===== src/rtl/pct_map.svh =====
`ifndef PCT_MAP_SVH
`define PCT_MAP_SVH

// register offsets
`define PCT_OFF_REV 8'h01
`define PCT_OFF_SUBREV 8'h02
`define PCT_OFF_SUPPLY_CTRL 8'h10
`define PCT_OFF_SUPPLY_GOOD 8'h11
`define PCT_OFF_TICK_UNIT 8'h20
`define PCT_OFF_OFF_COUNT 8'h21
`define PCT_OFF_RUN_COUNT 8'h22
`define PCT_OFF_CYCLE_CTRL 8'h23

// field positions
`define PCT_BIT_RELEASE 6
`define PCT_BIT_SUPPLY_TWO 1
`define PCT_BIT_SUPPLY_ONE 0
`define PCT_BIT_GOOD_TWO 3
`define PCT_BIT_GOOD_ONE 2
`define PCT_BIT_TEN_S 3
`define PCT_BIT_ONE_S 2
`define PCT_BIT_HUNDRED_MS 1
`define PCT_BIT_TEN_MS 0
`define PCT_BIT_UPDATE 1
`define PCT_BIT_START 0

// fixed read fields and reset values
`define PCT_GOOD_LOW_FILL 2'h3
`define PCT_RST_SUPPLY_CTRL 2'h3
`define PCT_RST_TICK_UNIT 4'h2
`define PCT_RST_OFF_COUNT 8'h00

// ten-millisecond tick multiples per unit
`define PCT_MULT_TEN_S 10'h3E8
`define PCT_MULT_ONE_S 10'h064
`define PCT_MULT_HUNDRED_MS 10'h00A
`define PCT_MULT_TEN_MS 10'h001

// timing
`define PCT_TEN_MS_NS 10000000
`define PCT_CLK_PERIOD_NS 10

// serial slave address
`define PCT_I2C_ADDR 7'h3E

`endif


===== src/rtl/pct_pkg.sv =====
`default_nettype none
package pct_pkg;
   typedef enum logic [2:0] {
      pct_i2c_idle,
      pct_i2c_addr,
      pct_i2c_ptr,
      pct_i2c_wr,
      pct_i2c_rd,
      pct_i2c_ign
   } pct_i2c_state_e;
   typedef logic [7:0] pct_byte_t;
endpackage
`default_nettype wire


===== src/rtl/pct_regbus_if.sv =====
`default_nettype none
interface pct_regbus_if;
   import pct_pkg::*;
   pct_byte_t addr;
   pct_byte_t wdata;
   pct_byte_t rdata;
   logic wr;
   modport dev (input addr, input wdata, input wr, output rdata);
   modport ctl (output addr, output wdata, output wr, input rdata);
endinterface
`default_nettype wire


===== src/rtl/pct_i2c_slave.sv =====
`include "pct_map.svh"
`default_nettype none
module pct_i2c_slave import pct_pkg::*; #(
   parameter logic [6:0] DEV_ADDR = `PCT_I2C_ADDR
) (
   // clock, reset, enable
   input wire logic i_clk,
   input wire logic i_rst,
   input wire logic i_ce,
   // serial pins
   input wire logic i_scl,
   input wire logic i_sda_in,
   output logic o_sda_oe_n,
   // register side
   pct_regbus_if.ctl rb
);
   logic scl_m, scl_s, scl_d, sda_m, sda_s, sda_d;
   pct_i2c_state_e st, next_st;
   logic [3:0] bitcnt, next_bitcnt;
   logic in_ack, next_in_ack;
   pct_byte_t rx, next_rx, tx, next_tx, ptr, next_ptr, wdata, next_wdata;
   logic wr, next_wr, sda_oe_n, next_sda_oe_n;
   logic scl_rise, scl_fall, start_seen, stop_seen;

   assign scl_rise = scl_s & ~scl_d;
   assign scl_fall = ~scl_s & scl_d;
   assign start_seen = scl_s & scl_d & sda_d & ~sda_s;
   assign stop_seen = scl_s & scl_d & ~sda_d & sda_s;
   assign rb.addr = ptr;
   assign rb.wdata = wdata;
   assign rb.wr = wr;
   assign o_sda_oe_n = sda_oe_n;

   // byte protocol
   always_comb begin
      next_st = st;
      next_bitcnt = bitcnt;
      next_in_ack = in_ack;
      next_rx = rx;
      next_tx = tx;
      next_ptr = ptr;
      next_wdata = wdata;
      next_wr = 1'b0;
      next_sda_oe_n = sda_oe_n;
      if (wr) begin
         next_ptr = ptr + 8'h01;
      end
      if (start_seen) begin
         next_st = pct_i2c_addr;
         next_bitcnt = 4'h0;
         next_in_ack = 1'b0;
         next_sda_oe_n = 1'b1;
      end else if (stop_seen) begin
         next_st = pct_i2c_idle;
         next_in_ack = 1'b0;
         next_sda_oe_n = 1'b1;
      end else if (st != pct_i2c_idle) begin
         if (scl_rise) begin
            if (bitcnt < 4'h8) begin
               next_rx = {rx[6:0], sda_s};
               next_bitcnt = bitcnt + 4'h1;
            end else if (st == pct_i2c_rd && sda_s) begin
               next_st = pct_i2c_ign;
            end
         end else if (scl_fall) begin
            if (!in_ack && bitcnt == 4'h8) begin
               next_in_ack = 1'b1;
               next_sda_oe_n = 1'b1;
               case (st)
                  pct_i2c_addr: begin
                     if (rx[7:1] == DEV_ADDR) begin
                        next_sda_oe_n = 1'b0;
                        next_st = rx[0] ? pct_i2c_rd : pct_i2c_ptr;
                        if (rx[0]) begin
                           next_tx = rb.rdata;
                           next_ptr = ptr + 8'h01;
                        end
                     end else begin
                        next_st = pct_i2c_ign;
                     end
                  end
                  pct_i2c_ptr: begin
                     next_ptr = rx;
                     next_st = pct_i2c_wr;
                     next_sda_oe_n = 1'b0;
                  end
                  pct_i2c_wr: begin
                     next_wr = 1'b1;
                     next_wdata = rx;
                     next_sda_oe_n = 1'b0;
                  end
                  pct_i2c_rd: begin
                     next_tx = rb.rdata;
                     next_ptr = ptr + 8'h01;
                  end
                  default: begin
                  end
               endcase
            end else if (in_ack) begin
               next_in_ack = 1'b0;
               next_bitcnt = 4'h0;
               next_sda_oe_n = (st == pct_i2c_rd) ? tx[7] : 1'b1;
            end else if (st == pct_i2c_rd && bitcnt != 4'h0) begin
               next_tx = {tx[6:0], 1'b0};
               next_sda_oe_n = tx[6];
            end
         end
      end
   end

   always_ff @(posedge i_clk or posedge i_rst) begin
      if (i_rst) begin
         scl_m <= 1'b1;
         scl_s <= 1'b1;
         scl_d <= 1'b1;
         sda_m <= 1'b1;
         sda_s <= 1'b1;
         sda_d <= 1'b1;
         st <= pct_i2c_idle;
         bitcnt <= 4'h0;
         in_ack <= 1'b0;
         rx <= 8'h00;
         tx <= 8'h00;
         ptr <= 8'h00;
         wdata <= 8'h00;
         wr <= 1'b0;
         sda_oe_n <= 1'b1;
      end else if (i_ce) begin
         scl_m <= i_scl;
         scl_s <= scl_m;
         scl_d <= scl_s;
         sda_m <= i_sda_in;
         sda_s <= sda_m;
         sda_d <= sda_s;
         st <= next_st;
         bitcnt <= next_bitcnt;
         in_ack <= next_in_ack;
         rx <= next_rx;
         tx <= next_tx;
         ptr <= next_ptr;
         wdata <= next_wdata;
         wr <= next_wr;
         sda_oe_n <= next_sda_oe_n;
      end
   end
endmodule
`default_nettype wire


===== src/rtl/pct_power_cycle_timer.sv =====
// How it works
// - software programs the registers; supplies drop, wait, then return unaided.
// - revision register reads release flag in bit 6, revision in bits 5..0.
// - sub-revision register reads a fixed eight-bit debug number.
// - supply control bit 1 enables supply two, resets to one.
// - supply control bit 0 enables supply one, resets to one.
// - status reads supply two good bit 3, supply one bit 2, low bits 0x3.
// - one-hot tick unit: 10 s, 1 s, 100 ms, 10 ms; 100 ms after reset.
// - eight-bit off count setting; power returns when running count hits zero.
// - unit and count settings apply only when update bit is written one.
// - running counter value is readable in its own register.
// - writing one to start bit begins a power cycle.
`include "pct_map.svh"
`default_nettype none
module pct_power_cycle_timer import pct_pkg::*; #(
   parameter logic RELEASE_FLAG = 1'b0,
   parameter logic [5:0] LOGIC_REV = 6'h01,
   parameter pct_byte_t DEBUG_SUBREV = 8'h00,
   parameter logic [6:0] I2C_ADDR = `PCT_I2C_ADDR,
   parameter int TEN_MS_CYCLES = `PCT_TEN_MS_NS / `PCT_CLK_PERIOD_NS
) (
   // clock, reset, enable
   input wire logic i_clk,
   input wire logic i_rst,
   input wire logic i_ce,
   // serial register port
   input wire logic i_scl,
   input wire logic i_sda_in,
   output logic o_sda_out,
   output logic o_sda_oe_n,
   // supplies
   input wire logic i_supply_one_good,
   input wire logic i_supply_two_good,
   output logic o_supply_one_enable,
   output logic o_supply_two_enable,
   output logic o_cycle_busy
);
   localparam int PW = $clog2(TEN_MS_CYCLES + 1);
   localparam logic [PW-1:0] PRE_LAST = PW'(TEN_MS_CYCLES - 1);

   pct_regbus_if rb ();

   pct_i2c_slave #(.DEV_ADDR(I2C_ADDR)) u_i2c (
      .i_clk(i_clk),
      .i_rst(i_rst),
      .i_ce(i_ce),
      .i_scl(i_scl),
      .i_sda_in(i_sda_in),
      .o_sda_oe_n(o_sda_oe_n),
      .rb(rb)
   );

   function automatic logic wr_hit(input logic wr, input pct_byte_t addr, input pct_byte_t off);
      wr_hit = wr && (addr == off);
   endfunction

   function automatic logic [9:0] unit_mult(input logic [3:0] base);
      if (base[`PCT_BIT_TEN_S]) begin
         unit_mult = `PCT_MULT_TEN_S;
      end else if (base[`PCT_BIT_ONE_S]) begin
         unit_mult = `PCT_MULT_ONE_S;
      end else if (base[`PCT_BIT_HUNDRED_MS]) begin
         unit_mult = `PCT_MULT_HUNDRED_MS;
      end else if (base[`PCT_BIT_TEN_MS]) begin
         unit_mult = `PCT_MULT_TEN_MS;
      end else begin
         unit_mult = `PCT_MULT_HUNDRED_MS;
      end
   endfunction

   logic [1:0] good_m, good_s;
   logic [1:0] supply_ctrl, next_supply_ctrl;
   logic [3:0] base_shadow, next_base_shadow, base_act, next_base_act;
   pct_byte_t cnt_shadow, next_cnt_shadow, cnt_act, next_cnt_act, run_cnt, next_run_cnt;
   logic busy, next_busy;
   logic [PW-1:0] pre_cnt, next_pre_cnt;
   logic [9:0] unit_cnt, next_unit_cnt;
   logic tick_ten_ms, unit_tick;
   logic en_one, en_two, sda_out;

   assign tick_ten_ms = busy && (pre_cnt == PRE_LAST);
   // unit change mid-cycle cannot skip the match
   assign unit_tick = tick_ten_ms && (unit_cnt >= unit_mult(base_act) - 10'h001);

   // register reads
   always_comb begin
      rb.rdata = 8'h00;
      case (rb.addr)
         `PCT_OFF_REV: rb.rdata = {1'b0, RELEASE_FLAG, LOGIC_REV};
         `PCT_OFF_SUBREV: rb.rdata = DEBUG_SUBREV;
         `PCT_OFF_SUPPLY_CTRL: rb.rdata = {6'h00, supply_ctrl};
         `PCT_OFF_SUPPLY_GOOD: rb.rdata = {4'h0, good_s[1], good_s[0], `PCT_GOOD_LOW_FILL};
         `PCT_OFF_TICK_UNIT: rb.rdata = {4'h0, base_shadow};
         `PCT_OFF_OFF_COUNT: rb.rdata = cnt_shadow;
         `PCT_OFF_RUN_COUNT: rb.rdata = run_cnt;
         `PCT_OFF_CYCLE_CTRL: rb.rdata = 8'h00;
         default: rb.rdata = 8'h00;
      endcase
   end

   // register writes and cycle sequencing
   always_comb begin
      next_supply_ctrl = supply_ctrl;
      next_base_shadow = base_shadow;
      next_cnt_shadow = cnt_shadow;
      next_base_act = base_act;
      next_cnt_act = cnt_act;
      next_busy = busy;
      next_run_cnt = run_cnt;
      next_pre_cnt = pre_cnt;
      next_unit_cnt = unit_cnt;
      if (wr_hit(rb.wr, rb.addr, `PCT_OFF_SUPPLY_CTRL)) begin
         next_supply_ctrl = rb.wdata[1:0];
      end
      if (wr_hit(rb.wr, rb.addr, `PCT_OFF_TICK_UNIT)) begin
         next_base_shadow = rb.wdata[3:0];
      end
      if (wr_hit(rb.wr, rb.addr, `PCT_OFF_OFF_COUNT)) begin
         next_cnt_shadow = rb.wdata;
      end
      if (wr_hit(rb.wr, rb.addr, `PCT_OFF_CYCLE_CTRL) && rb.wdata[`PCT_BIT_UPDATE]) begin
         next_base_act = base_shadow;
         next_cnt_act = cnt_shadow;
      end
      if (busy) begin
         if (run_cnt == 8'h00) begin
            next_busy = 1'b0;
         end else if (unit_tick) begin
            next_run_cnt = run_cnt - 8'h01;
         end
         next_pre_cnt = tick_ten_ms ? '0 : pre_cnt + PW'(1);
         if (unit_tick) begin
            next_unit_cnt = 10'h000;
         end else if (tick_ten_ms) begin
            next_unit_cnt = unit_cnt + 10'h001;
         end
      end else if (wr_hit(rb.wr, rb.addr, `PCT_OFF_CYCLE_CTRL) && rb.wdata[`PCT_BIT_START]) begin
         next_busy = 1'b1;
         next_run_cnt = next_cnt_act;
         next_pre_cnt = '0;
         next_unit_cnt = 10'h000;
      end
   end

   always_ff @(posedge i_clk or posedge i_rst) begin
      if (i_rst) begin
         good_m <= 2'h0;
         good_s <= 2'h0;
         supply_ctrl <= `PCT_RST_SUPPLY_CTRL;
         base_shadow <= `PCT_RST_TICK_UNIT;
         cnt_shadow <= `PCT_RST_OFF_COUNT;
         base_act <= `PCT_RST_TICK_UNIT;
         cnt_act <= `PCT_RST_OFF_COUNT;
         busy <= 1'b0;
         run_cnt <= 8'h00;
         pre_cnt <= '0;
         unit_cnt <= 10'h000;
         en_one <= 1'b1;
         en_two <= 1'b1;
         sda_out <= 1'b0;
      end else if (i_ce) begin
         good_m <= {i_supply_two_good, i_supply_one_good};
         good_s <= good_m;
         supply_ctrl <= next_supply_ctrl;
         base_shadow <= next_base_shadow;
         cnt_shadow <= next_cnt_shadow;
         base_act <= next_base_act;
         cnt_act <= next_cnt_act;
         busy <= next_busy;
         run_cnt <= next_run_cnt;
         pre_cnt <= next_pre_cnt;
         unit_cnt <= next_unit_cnt;
         en_one <= next_supply_ctrl[`PCT_BIT_SUPPLY_ONE] & ~next_busy;
         en_two <= next_supply_ctrl[`PCT_BIT_SUPPLY_TWO] & ~next_busy;
         sda_out <= 1'b0;
      end
   end

   assign o_supply_one_enable = en_one;
   assign o_supply_two_enable = en_two;
   assign o_cycle_busy = busy;
   assign o_sda_out = sda_out;
endmodule
`default_nettype wire


===== config.mk =====
export PLATFORM = sky130hd
export DESIGN_NAME = pct_power_cycle_timer
export DESIGN_NICKNAME = d
export VERILOG_FILES = /design/src/rtl/pct_pkg.sv /design/src/rtl/pct_regbus_if.sv /design/src/rtl/pct_i2c_slave.sv /design/src/rtl/pct_power_cycle_timer.sv
export VERILOG_INCLUDE_DIRS = /design/src /design/src/rtl
export SDC_FILE = /design/constraint.sdc
export NUM_CORES = 1
export LEC_CHECK = 0
export BUFFER_PORTS_ARGS = -buffer_cell sky130_fd_sc_hd__buf_4
export CORE_ASPECT_RATIO = 0.5
export CORE_MARGIN = 8
export CORE_UTILIZATION = 43
export DETAILED_ROUTE_END_ITERATION = 6
export PLACE_DENSITY = 0.66
export REMOVE_ABC_BUFFERS = 1
export SETUP_SLACK_MARGIN = 0.4
export SLEW_MARGIN = 0
export SYNTH_ARGS = -nofsm -noshare
export SYNTH_HDL_FRONTEND = slang
export SYNTH_HIERARCHICAL = 1
export SYNTH_SLANG_ARGS = --single-unit

===== constraint.sdc =====
create_clock -name i_clk -period 3.2 [get_ports i_clk]
set_input_delay 0.64 -clock i_clk [delete_from_list [all_inputs] [get_ports i_clk]]
set_output_delay 0.64 -clock i_clk [all_outputs]
set_load 0.01 [all_outputs]

* Word level (Yosys, flattened, before mapping)
Cells that the tools add are included.
** Word-level totals
- Word-level logic and storage cells :: 200
- Input bits :: 7
- Flip-flop bits (word level) :: 119
** Cells by class
- Magnitude comparators :: 2
- Muxes and demuxes :: 80
- Add/subtract/negate cells :: 6
- Eq/ne operators :: 27
- Bitwise operators :: 17
- Reduce and logical (&&, ||, !) cells :: 40
** Operators by type and width (count)
- $mux 8 :: 19
- $mux 20 :: 3
- $mux 10 :: 5
- $pmux 8 s6 :: 1
- $mux 4 :: 10
- $eq 8x6->1 const B :: 4
- $mux 3 :: 10
- $mux 1 :: 26
- $pmux 8 s3 :: 1
- $add 20x1->20 const B :: 1
- $eq 20x20->1 const B :: 1
- $eq 8x5->1 const B :: 2
- $pmux 8 s2 :: 1
- $reduce_bool 3->1 :: 5
- $reduce_and 7->1 :: 2
- $reduce_bool 4->1 :: 3
- $logic_and 1x1->1 :: 11
- $reduce_and 11->1 :: 1
- $add 10x1->10 const B :: 1
- $ge 10x10->1 :: 1
- $reduce_bool 5->1 :: 2
- $sub 10x1->10 const B :: 1
- $and 1x1->1 :: 9
- $ne 3x3->1 const B :: 3
- 30 further kinds :: 49

* Longest topological paths before layout
Gate-level depths: netlist of the first run.
- Word-level depth :: 11
- Depth in mapped cells :: 13

* Hierarchy
Netlist of the first run, hierarchy kept.
** Modules (own cells, without submodules)
- pct_power_cycle_timer :: area each 4145.2 µm², cells each 401, seq. area each 1784.2 µm², times used 1
- pct_i2c_slave :: area each 2822.7 µm², cells each 279, seq. area each 1209.9 µm², times used 1

* Worst setup path after synthesis of the first run
OpenSTA, ideal clock, no wires.
- Path type :: reg-to-reg
- Start point :: register base_act[3]
- End point :: register run_cnt[2]
- Path slack :: 164 ps
- Data arrival time :: 2911 ps
- Clock period less this slack :: 3036 ps
- Library setup time :: 125 ps
- Stages on the path, launching flop included :: 14
- Path through :: dfrtp_1 -> nor2_1 -> nand2_1 -> ha_1 -> and3_1 -> nor2_1 -> ha_1 -> o21ai_0 -> nor2_1 -> or4b_1 -> or2_1 -> buf_6 -> nand3_4 -> mux2_4
** Between the ends
- Longest elaborated chain between the ends :: 6
** Ends and longest elaborated chain
- from (decl) :: line pct_power_cycle_timer.sv:73 : logic [3:0] base_shadow, next_base_shadow, base_act, next_base_act;
- from (signal assigned) :: line pct_power_cycle_timer.sv:152 : base_act <= `PCT_RST_TICK_UNIT;
- from (signal assigned) :: line pct_power_cycle_timer.sv:167 : base_act <= next_base_act;
- $mux 10 :: line pct_power_cycle_timer.sv:58 : if (base[`PCT_BIT_TEN_S]) begin
- $sub 10x1->10 :: line pct_power_cycle_timer.sv:83 : assign unit_tick = tick_ten_ms && (unit_cnt >= unit_mult(base_act) - 10'h001);
- $ge 10x10->1 :: line pct_power_cycle_timer.sv:83
- $logic_and 1x1->1 :: line pct_power_cycle_timer.sv:83
- $ne 2x1->1 (no line)
- $reduce_and 4->1 (no line)
- to (signal assigned) :: line pct_power_cycle_timer.sv:170 : run_cnt <= next_run_cnt;
- to (decl) :: line pct_power_cycle_timer.sv:74 : pct_byte_t cnt_shadow, next_cnt_shadow, cnt_act, next_cnt_act, run_cnt, next_run_cnt;
No other way between the ends.
A chain may end at the register's enable or synchronous reset.

* Final worst setup path of the first run
- Start point :: register base_act[2]
- End point :: register run_cnt[3]
** Between the ends
- Longest elaborated chain between the ends :: 7
** Ends and longest elaborated chain
- $mux 7 :: line pct_power_cycle_timer.sv:60 : end else if (base[`PCT_BIT_ONE_S]) begin
- $mux 10 :: line pct_power_cycle_timer.sv:58
- $sub 10x1->10 :: line pct_power_cycle_timer.sv:83
- $ge 10x10->1 :: line pct_power_cycle_timer.sv:83
- $logic_and 1x1->1 :: line pct_power_cycle_timer.sv:83
- $ne 2x1->1 (no line)
- $reduce_and 4->1 (no line)
No other way between the ends.

==> impl_metrics.tcl, run 1 <==
set metrics [dict create \
    outcome "completed" \
    reg2reg_from "base_act[2]" \
    worstRegToRegCells 12 \
    die_w_um 196 \
    vias_per_cell 6.01 \
    synth.yosys.seq_area_share_pct 43.0 \
    clock-sinks 119 \
    clock_path_buffers 2 \
    rsz0062_at_grt "yes" \
    portBuffers 10 \
    setup_viol 0 \
    cts_buffers 17 \
    cp-start-kind "register" \
    synth_fa_ha_area_share_pct 3.59 \
    layout-drive-gt1-share_pct 25.7 \
    dp_hpwl_um 12700 \
    maxCapViolCount 0 \
    die_y_um 106 \
    slowest_stage "or4b_4" \
    path_clk_slew_ns 0.06 \
    post-route-util_pct 49.7 \
    cts_hold_buf 0 \
    finalCritPeriodShare_pct 92.2 \
    hold_viol_final 0 \
    fp-row-count 33 \
    slew_violations 0 \
    cp_top_family "simple AND/OR/NAND/NOR gates" \
    crit_chain "nor2_4 > nand2_2 > ha_4 > and3_4 > nor2_2 > ha_1 > o21ai_1 > nor2_1 > or4b_4 > or2_4 > nand3_4 > mux2_4" \
    grt_pass1_vias 5259 \
    synthArstFlopShare_pct 100 \
    initial_utilization_pct 43.3 \
    required_ns 3.49 \
    wl_per_cell_um 19.3 \
    synth_mux_area_share_pct 13.7 \
    ir_worst_vdd_v 0.000404 \
    ant_nets 0 \
    htree_levels 4 \
    wl_um 17900 \
    synthCells 680 \
    final_cell_mix "dfrtp_1 (106), mux2_2 (64), nand2_1 (61)" \
    synthXorXnorAreaFrac_pct 3.14 \
    cts_root_buf "clkbuf_16" \
    area_growth_syn_to_layout_pct 14.8 \
    tightest_slew_ns 1.06 \
    finalInstanceArea_um2 8000 \
    max_stage_delay_ns 0.52 \
    antenna-diode-count 0 \
    whs_ns 0.309 \
    drtIter0Drc 523 \
    num_vias 5571 \
    die_area_um2 20800 \
    crit_buf_inv 0 \
    antenna_found_initial 1 \
    drt_pass1_iterations 7 \
    insertion_delay_ns 0.42 \
    fmax_ghz 0.339 \
    drcViolationCount 0 \
    worstSetupPathType "reg -> reg" \
    gp_routability_congestion 0.911 \
    synth_edf_count 0 \
    final_common_cell "dfrtp_1" \
    cts_tree "built" \
    hp-class "in -> async" \
    yosysWarnings 6 \
    avgSynthCellArea_um2 10.2 \
    total_leakage_power_nw 3.55 \
    coreArea_um2 16100 \
    r2r-end "run_cnt[3]" \
    endpoint_kind "register" \
    arrival_ns 3.24 \
    boundaryPins 12 \
    grt_start_max_net_pins 72 \
    ff2ff_setup_slack_ns 0.25 \
    syn-cell-area_um2 6970 \
    nets 731 \
    grt_pass1_wl_um 28900 \
    grt_remaining_overflow 0 \
    fin_worst_skew_ns 0.00938 \
    synth-seq-cells 119 \
    synth_cell_types 87 \
    grt_use_total_pct 17.5 \
    period_needed_ns 2.95 \
    critPathMaxFanout 7 \
    synth-main-ff-cell "dfrtp_1" \
    p_per_area_nw_per_um2 513 \
    synth_compound_area_share_pct 14.5 \
    yosys.area_share.simple_pct 18.7 \
    synth_top_family_by_area "simple AND/OR/NAND/NOR gates" \
    relSlewSlack_pct 29.3 \
    dpl_cell_area_um2 7290 \
    finalSetupTns_ns 0 \
]
## worst register-to-register path, cell delays in order (launching register included)
cell and delay (ns):
dfrtp_1 0.44, nor2_4 0.19, nand2_2 0.10, ha_4 0.17
and3_4 0.16, nor2_2 0.08, ha_1 0.24, o21ai_1 0.12
nor2_1 0.05, or4b_4 0.52, or2_4 0.29, nand3_4 0.15
mux2_4 0.31
## per-stage QoR
step	total power, mW	setup WS [ns]	instances
global route	4.27	0.143	927
floorplan	2.03	0.160	659
CTS	4.13	0.228	926
detailed placement	2.23	0.0533	890
finish	4.11	0.251	927
global placement	2.20	0.100	890
## repair_timing
action                                  in CTS  in global routing
cloned                                       0                  0
pin swaps                                    8                  4
resized for setup                           22                  4
endpoints found under the hold margin        0                  0
setup buffers                                4                  1
endpoints found under the setup margin      18                 18
## state kept, by name, indices dropped and copies added, names as in the netlist, 3 cells and up
register / flops
base_act: 4
u_i2c/rb.wdata: 8
u_i2c/rb.addr: 8
cnt_act: 8
cnt_shadow: 8
u_i2c/bitcnt: 4
u_i2c/rx: 8
pre_cnt: 20
u_i2c/st: 3
unit_cnt: 10
u_i2c/tx: 8
base_shadow: 4
run_cnt: 8
## power by group
group / switching, mW / internal, mW
Sequential: 0.194 / 1.62
Clock: 0.714 / 1.17
Combinational: 0.230 / 0.174
Total: 1.14 / 2.97
## cell families after synthesis
logic type      Yosys count
compound gates          140
xor+xnor                 25
fa+ha+maj                20
buf+inv                  54
flops                   119
mux                      85
other cells               1
simple gates            236
## worst max-delay path by stage
stage	startpoint	endpoint	slack (ns)	depth (start not counted)
3_3_place_gp	base_act[1]	run_cnt[6]	0.10	12
6_report	base_act[2]	run_cnt[3]	0.25	12
3_5_place_dp	base_act[1]	run_cnt[4]	0.05	12
2_1_floorplan	base_act[3]	run_cnt[2]	0.16	12
5_1_grt	base_act[1]	run_cnt[6]	0.14	12
4_1_cts	base_act[1]	run_cnt[6]	0.23	12
## layer usage
metal,wire (um),up-vias,global-route usage (%)
met2,7120,217,22.5
met4,171,0,4.09
met3,1650,21,6.31
met5,0,-,0
met1,8930,2773,26.9
li1,-,2560,-
## layout make-up
type	count	area, um2
fill	1426	8100
multi-input combinational	507	3840
sequential	119	2990
clock buffer	21	450
tap	210	263
timing repair buffer	26	208
clock inverter	11	125
inverter	33	124
## synth_stat cells, types with 15 or more instances
cell type	count	area share (%)
nor2_1	37	2.0
nand3_1	23	1.7
nand4_1	20	1.8
dfrtp_1	106	38
inv_1	32	1.7
mux2_2	64	10
a21oi_1	16	1.1
mux2i_1	16	2.3
nand2b_1	15	1.3
nand2_1	62	3.3
o21ai_0	46	3.3
ha_1	20	3.6
Power figures use the tool's default switching activity.
==> run 2: changes to the inputs <==
- CORE_UTILIZATION: 43 -> 50
- PLACE_DENSITY: 0.66 -> 0.74
==> run 2 against run 1 <==
  * Clock power is 2% higher
  * Final cell count shrank 1.5%
  * Utilization grew 9.8 points
  * Die area down 12%
  * Sequential power shrank 3%
  * Sequential share of layout area decreased by 0.36 points
  * Count of clock-buffer cells in the layout down 4
  * Global-route usage rose by 0.45 points
  * Register-to-register slack worse by 0.08 ns
  * Hold slack gained 0.095 ns
  * Critical endpoint unchanged
  * Largest cell class unchanged
  * Largest power group unchanged
==> impl_metrics.tcl, run 2 (same netlist as run 1, synthesis figures left out) <==
set metrics [dict create \
    wl_per_cell_um 17.7 \
    relSlewSlack_pct 34.5 \
    cts_buffers 17 \
    p_int_mw 2.96 \
    slew_violations 0 \
    final_cell_mix "dfrtp_1 (105), mux2_2 (64), nand2_1 (61)" \
    swShare_pct 27.4 \
    die_y_um 99.5 \
    die_w_um 183 \
    die_area_um2 18200 \
    grt_start_max_net_pins 49 \
    finalInstanceArea_um2 8080 \
    hp-class "in -> async" \
    drt_pass1_iterations 5 \
    p_per_area_nw_per_um2 505 \
    cp-start-kind "register" \
    endpoint_kind "register" \
    clkPwrFrac_pct 47.1 \
    layout-drive-gt1-share_pct 27.7 \
    num_vias 5454 \
    fin_worst_skew_ns 0.00825 \
    rsz0062_at_grt "yes" \
    antenna_found_initial 0 \
    final_common_cell "dfrtp_1" \
    cts_tree "built" \
    required_ns 3.50 \
    tightest_slew_ns 0.981 \
    setup_viol 0 \
    drcViolationCount 0 \
    critPathMaxFanout 8 \
    insertion_delay_ns 0.42 \
    path_clk_slew_ns 0.06 \
    post-route-util_pct 59.5 \
    grt_use_total_pct 18.0 \
    total_leakage_power_nw 3.57 \
    finalCritPeriodShare_pct 94.7 \
    fmax_ghz 0.330 \
    p_comb_share_pct 9.6 \
    clock-sinks 119 \
    cts_root_buf "clkbuf_16" \
    htree_levels 4 \
    grt_pass1_vias 5346 \
    netSwitchingPower_mw 1.12 \
    arrival_ns 3.33 \
    cts_hold_buf 0 \
    area_growth_syn_to_layout_pct 16.0 \
    dp_hpwl_um 10700 \
    top_register "pre_cnt" \
    whs_ns 0.404 \
    largest_reg_flops 20 \
    fp-row-count 30 \
    boundaryPins 12 \
    ant_nets 0 \
    outcome "completed" \
    drtIter0Drc 389 \
    reg_top3 "pre_cnt (20), unit_cnt (10)" \
    power_mw 4.08 \
    gp_routability_congestion 0.896 \
    maxCapViolCount 0 \
    filler_cell_count 1108 \
    portBuffers 10 \
    hold_viol_final 0 \
    worstSetupPathType "reg -> reg" \
    ir_worst_vdd_v 0.000383 \
    wl_um 16200 \
    vias_per_cell 5.97 \
    period_needed_ns 3.03 \
    antenna-diode-count 0 \
    grt_remaining_overflow 0 \
    dpl_cell_area_um2 7240 \
    clock_path_buffers 2 \
    grt_pass1_wl_um 26900 \
    initial_utilization_pct 51.3 \
    coreArea_um2 13600 \
    nets 735 \
    pwr-share-seq_pct 43.3 \
]
## run 2: cell types whose count changed in the layout (fill, tap and decap cells not counted), moves of 2 or more
cell | before | now
inv_6 | 1 | 6
buf_4 | 25 | 29
clkbuf_1 | 3 | 0
clkinv_2 | 3 | 0
clkinvlp_4 | 2 | 5
o21ai_1 | 6 | 3
o21ai_2 | 3 | 6
a211oi_1 | 4 | 2
a211oi_2 | 1 | 3
nor3_2 | 4 | 2
o2bb2ai_1 | 4 | 2
o2bb2ai_2 | 0 | 2
## run 2: critical path, cell delays in order (launching register included)
cell and delay (ns):
dfrtp_2 0.44, nor2_4 0.20, nand2_2 0.11, ha_4 0.18, and3_4 0.18, nor3_4 0.14, ha_1 0.26, nand4_1 0.11
a211oi_2 0.05, or4b_4 0.50, or2_4 0.28, nand3_4 0.16, mux2_4 0.31
## run 2: path summary, 6_finish.rpt
check	start	endpoint	slack, ns	cells after the start
max in group asynchronous	i_rst	base_act[1]	2.08	3
min in group i_clk	i_scl	u_i2c/scl_m	0.45	2
worst min-delay path	i_rst	good_s[1]	0.40	2
worst min register to register	o_supply_two_enable	o_supply_two_enable	0.48	1
worst max-delay path	base_act[2]	run_cnt[3]	0.17	12
worst max register to register	base_act[2]	run_cnt[3]	0.17	12
## run 2: layer usage
layer	track usage, %	wire, um
met1	22.8	7280
met2	30.1	7940
met3	3.13	625
met4	7.52	360
met5	0	0
## run 2: what timing repair did
action	in CTS	in global routing
pin swaps	11	9
gates cloned	0	0
endpoints found under the setup margin	18	18
gates resized for setup	20	17
buffers inserted	10	3
## run 2: power groups by stage
stage                     clock, mW  combinational, mW  sequential (mW)
after floorplan                   0              0.290             1.74
after global placement            0              0.368             1.79
after detailed placement          0              0.381             1.79
after CTS                      1.94              0.389             1.77
after global routing           2.01              0.436             1.78
final                          1.92              0.390             1.77
## run 2: area by class of cell
type	count	area [um2]	share of cell area, %
Tap cell	192	240	2.97
Inverter	33	124	1.53
Sequential cell	119	3000	37.1
Multi-Input combinational cell	507	3890	48.1
Clock buffer	17	425	5.26
Clock inverter	15	168	2.07
Timing Repair Buffer	30	238	2.94
## run 2: stage by stage
step / TNS (ns) / worst slack, ns / cells
finish: 0 / 0.170 / 913
global route: 0 / 0.0349 / 913
CTS: 0 / 0.237 / 910
detailed placement: -0.166 / -0.0388 / 868
global placement: 0 / 0.0922 / 868
floorplan: 0 / 0.160 / 659
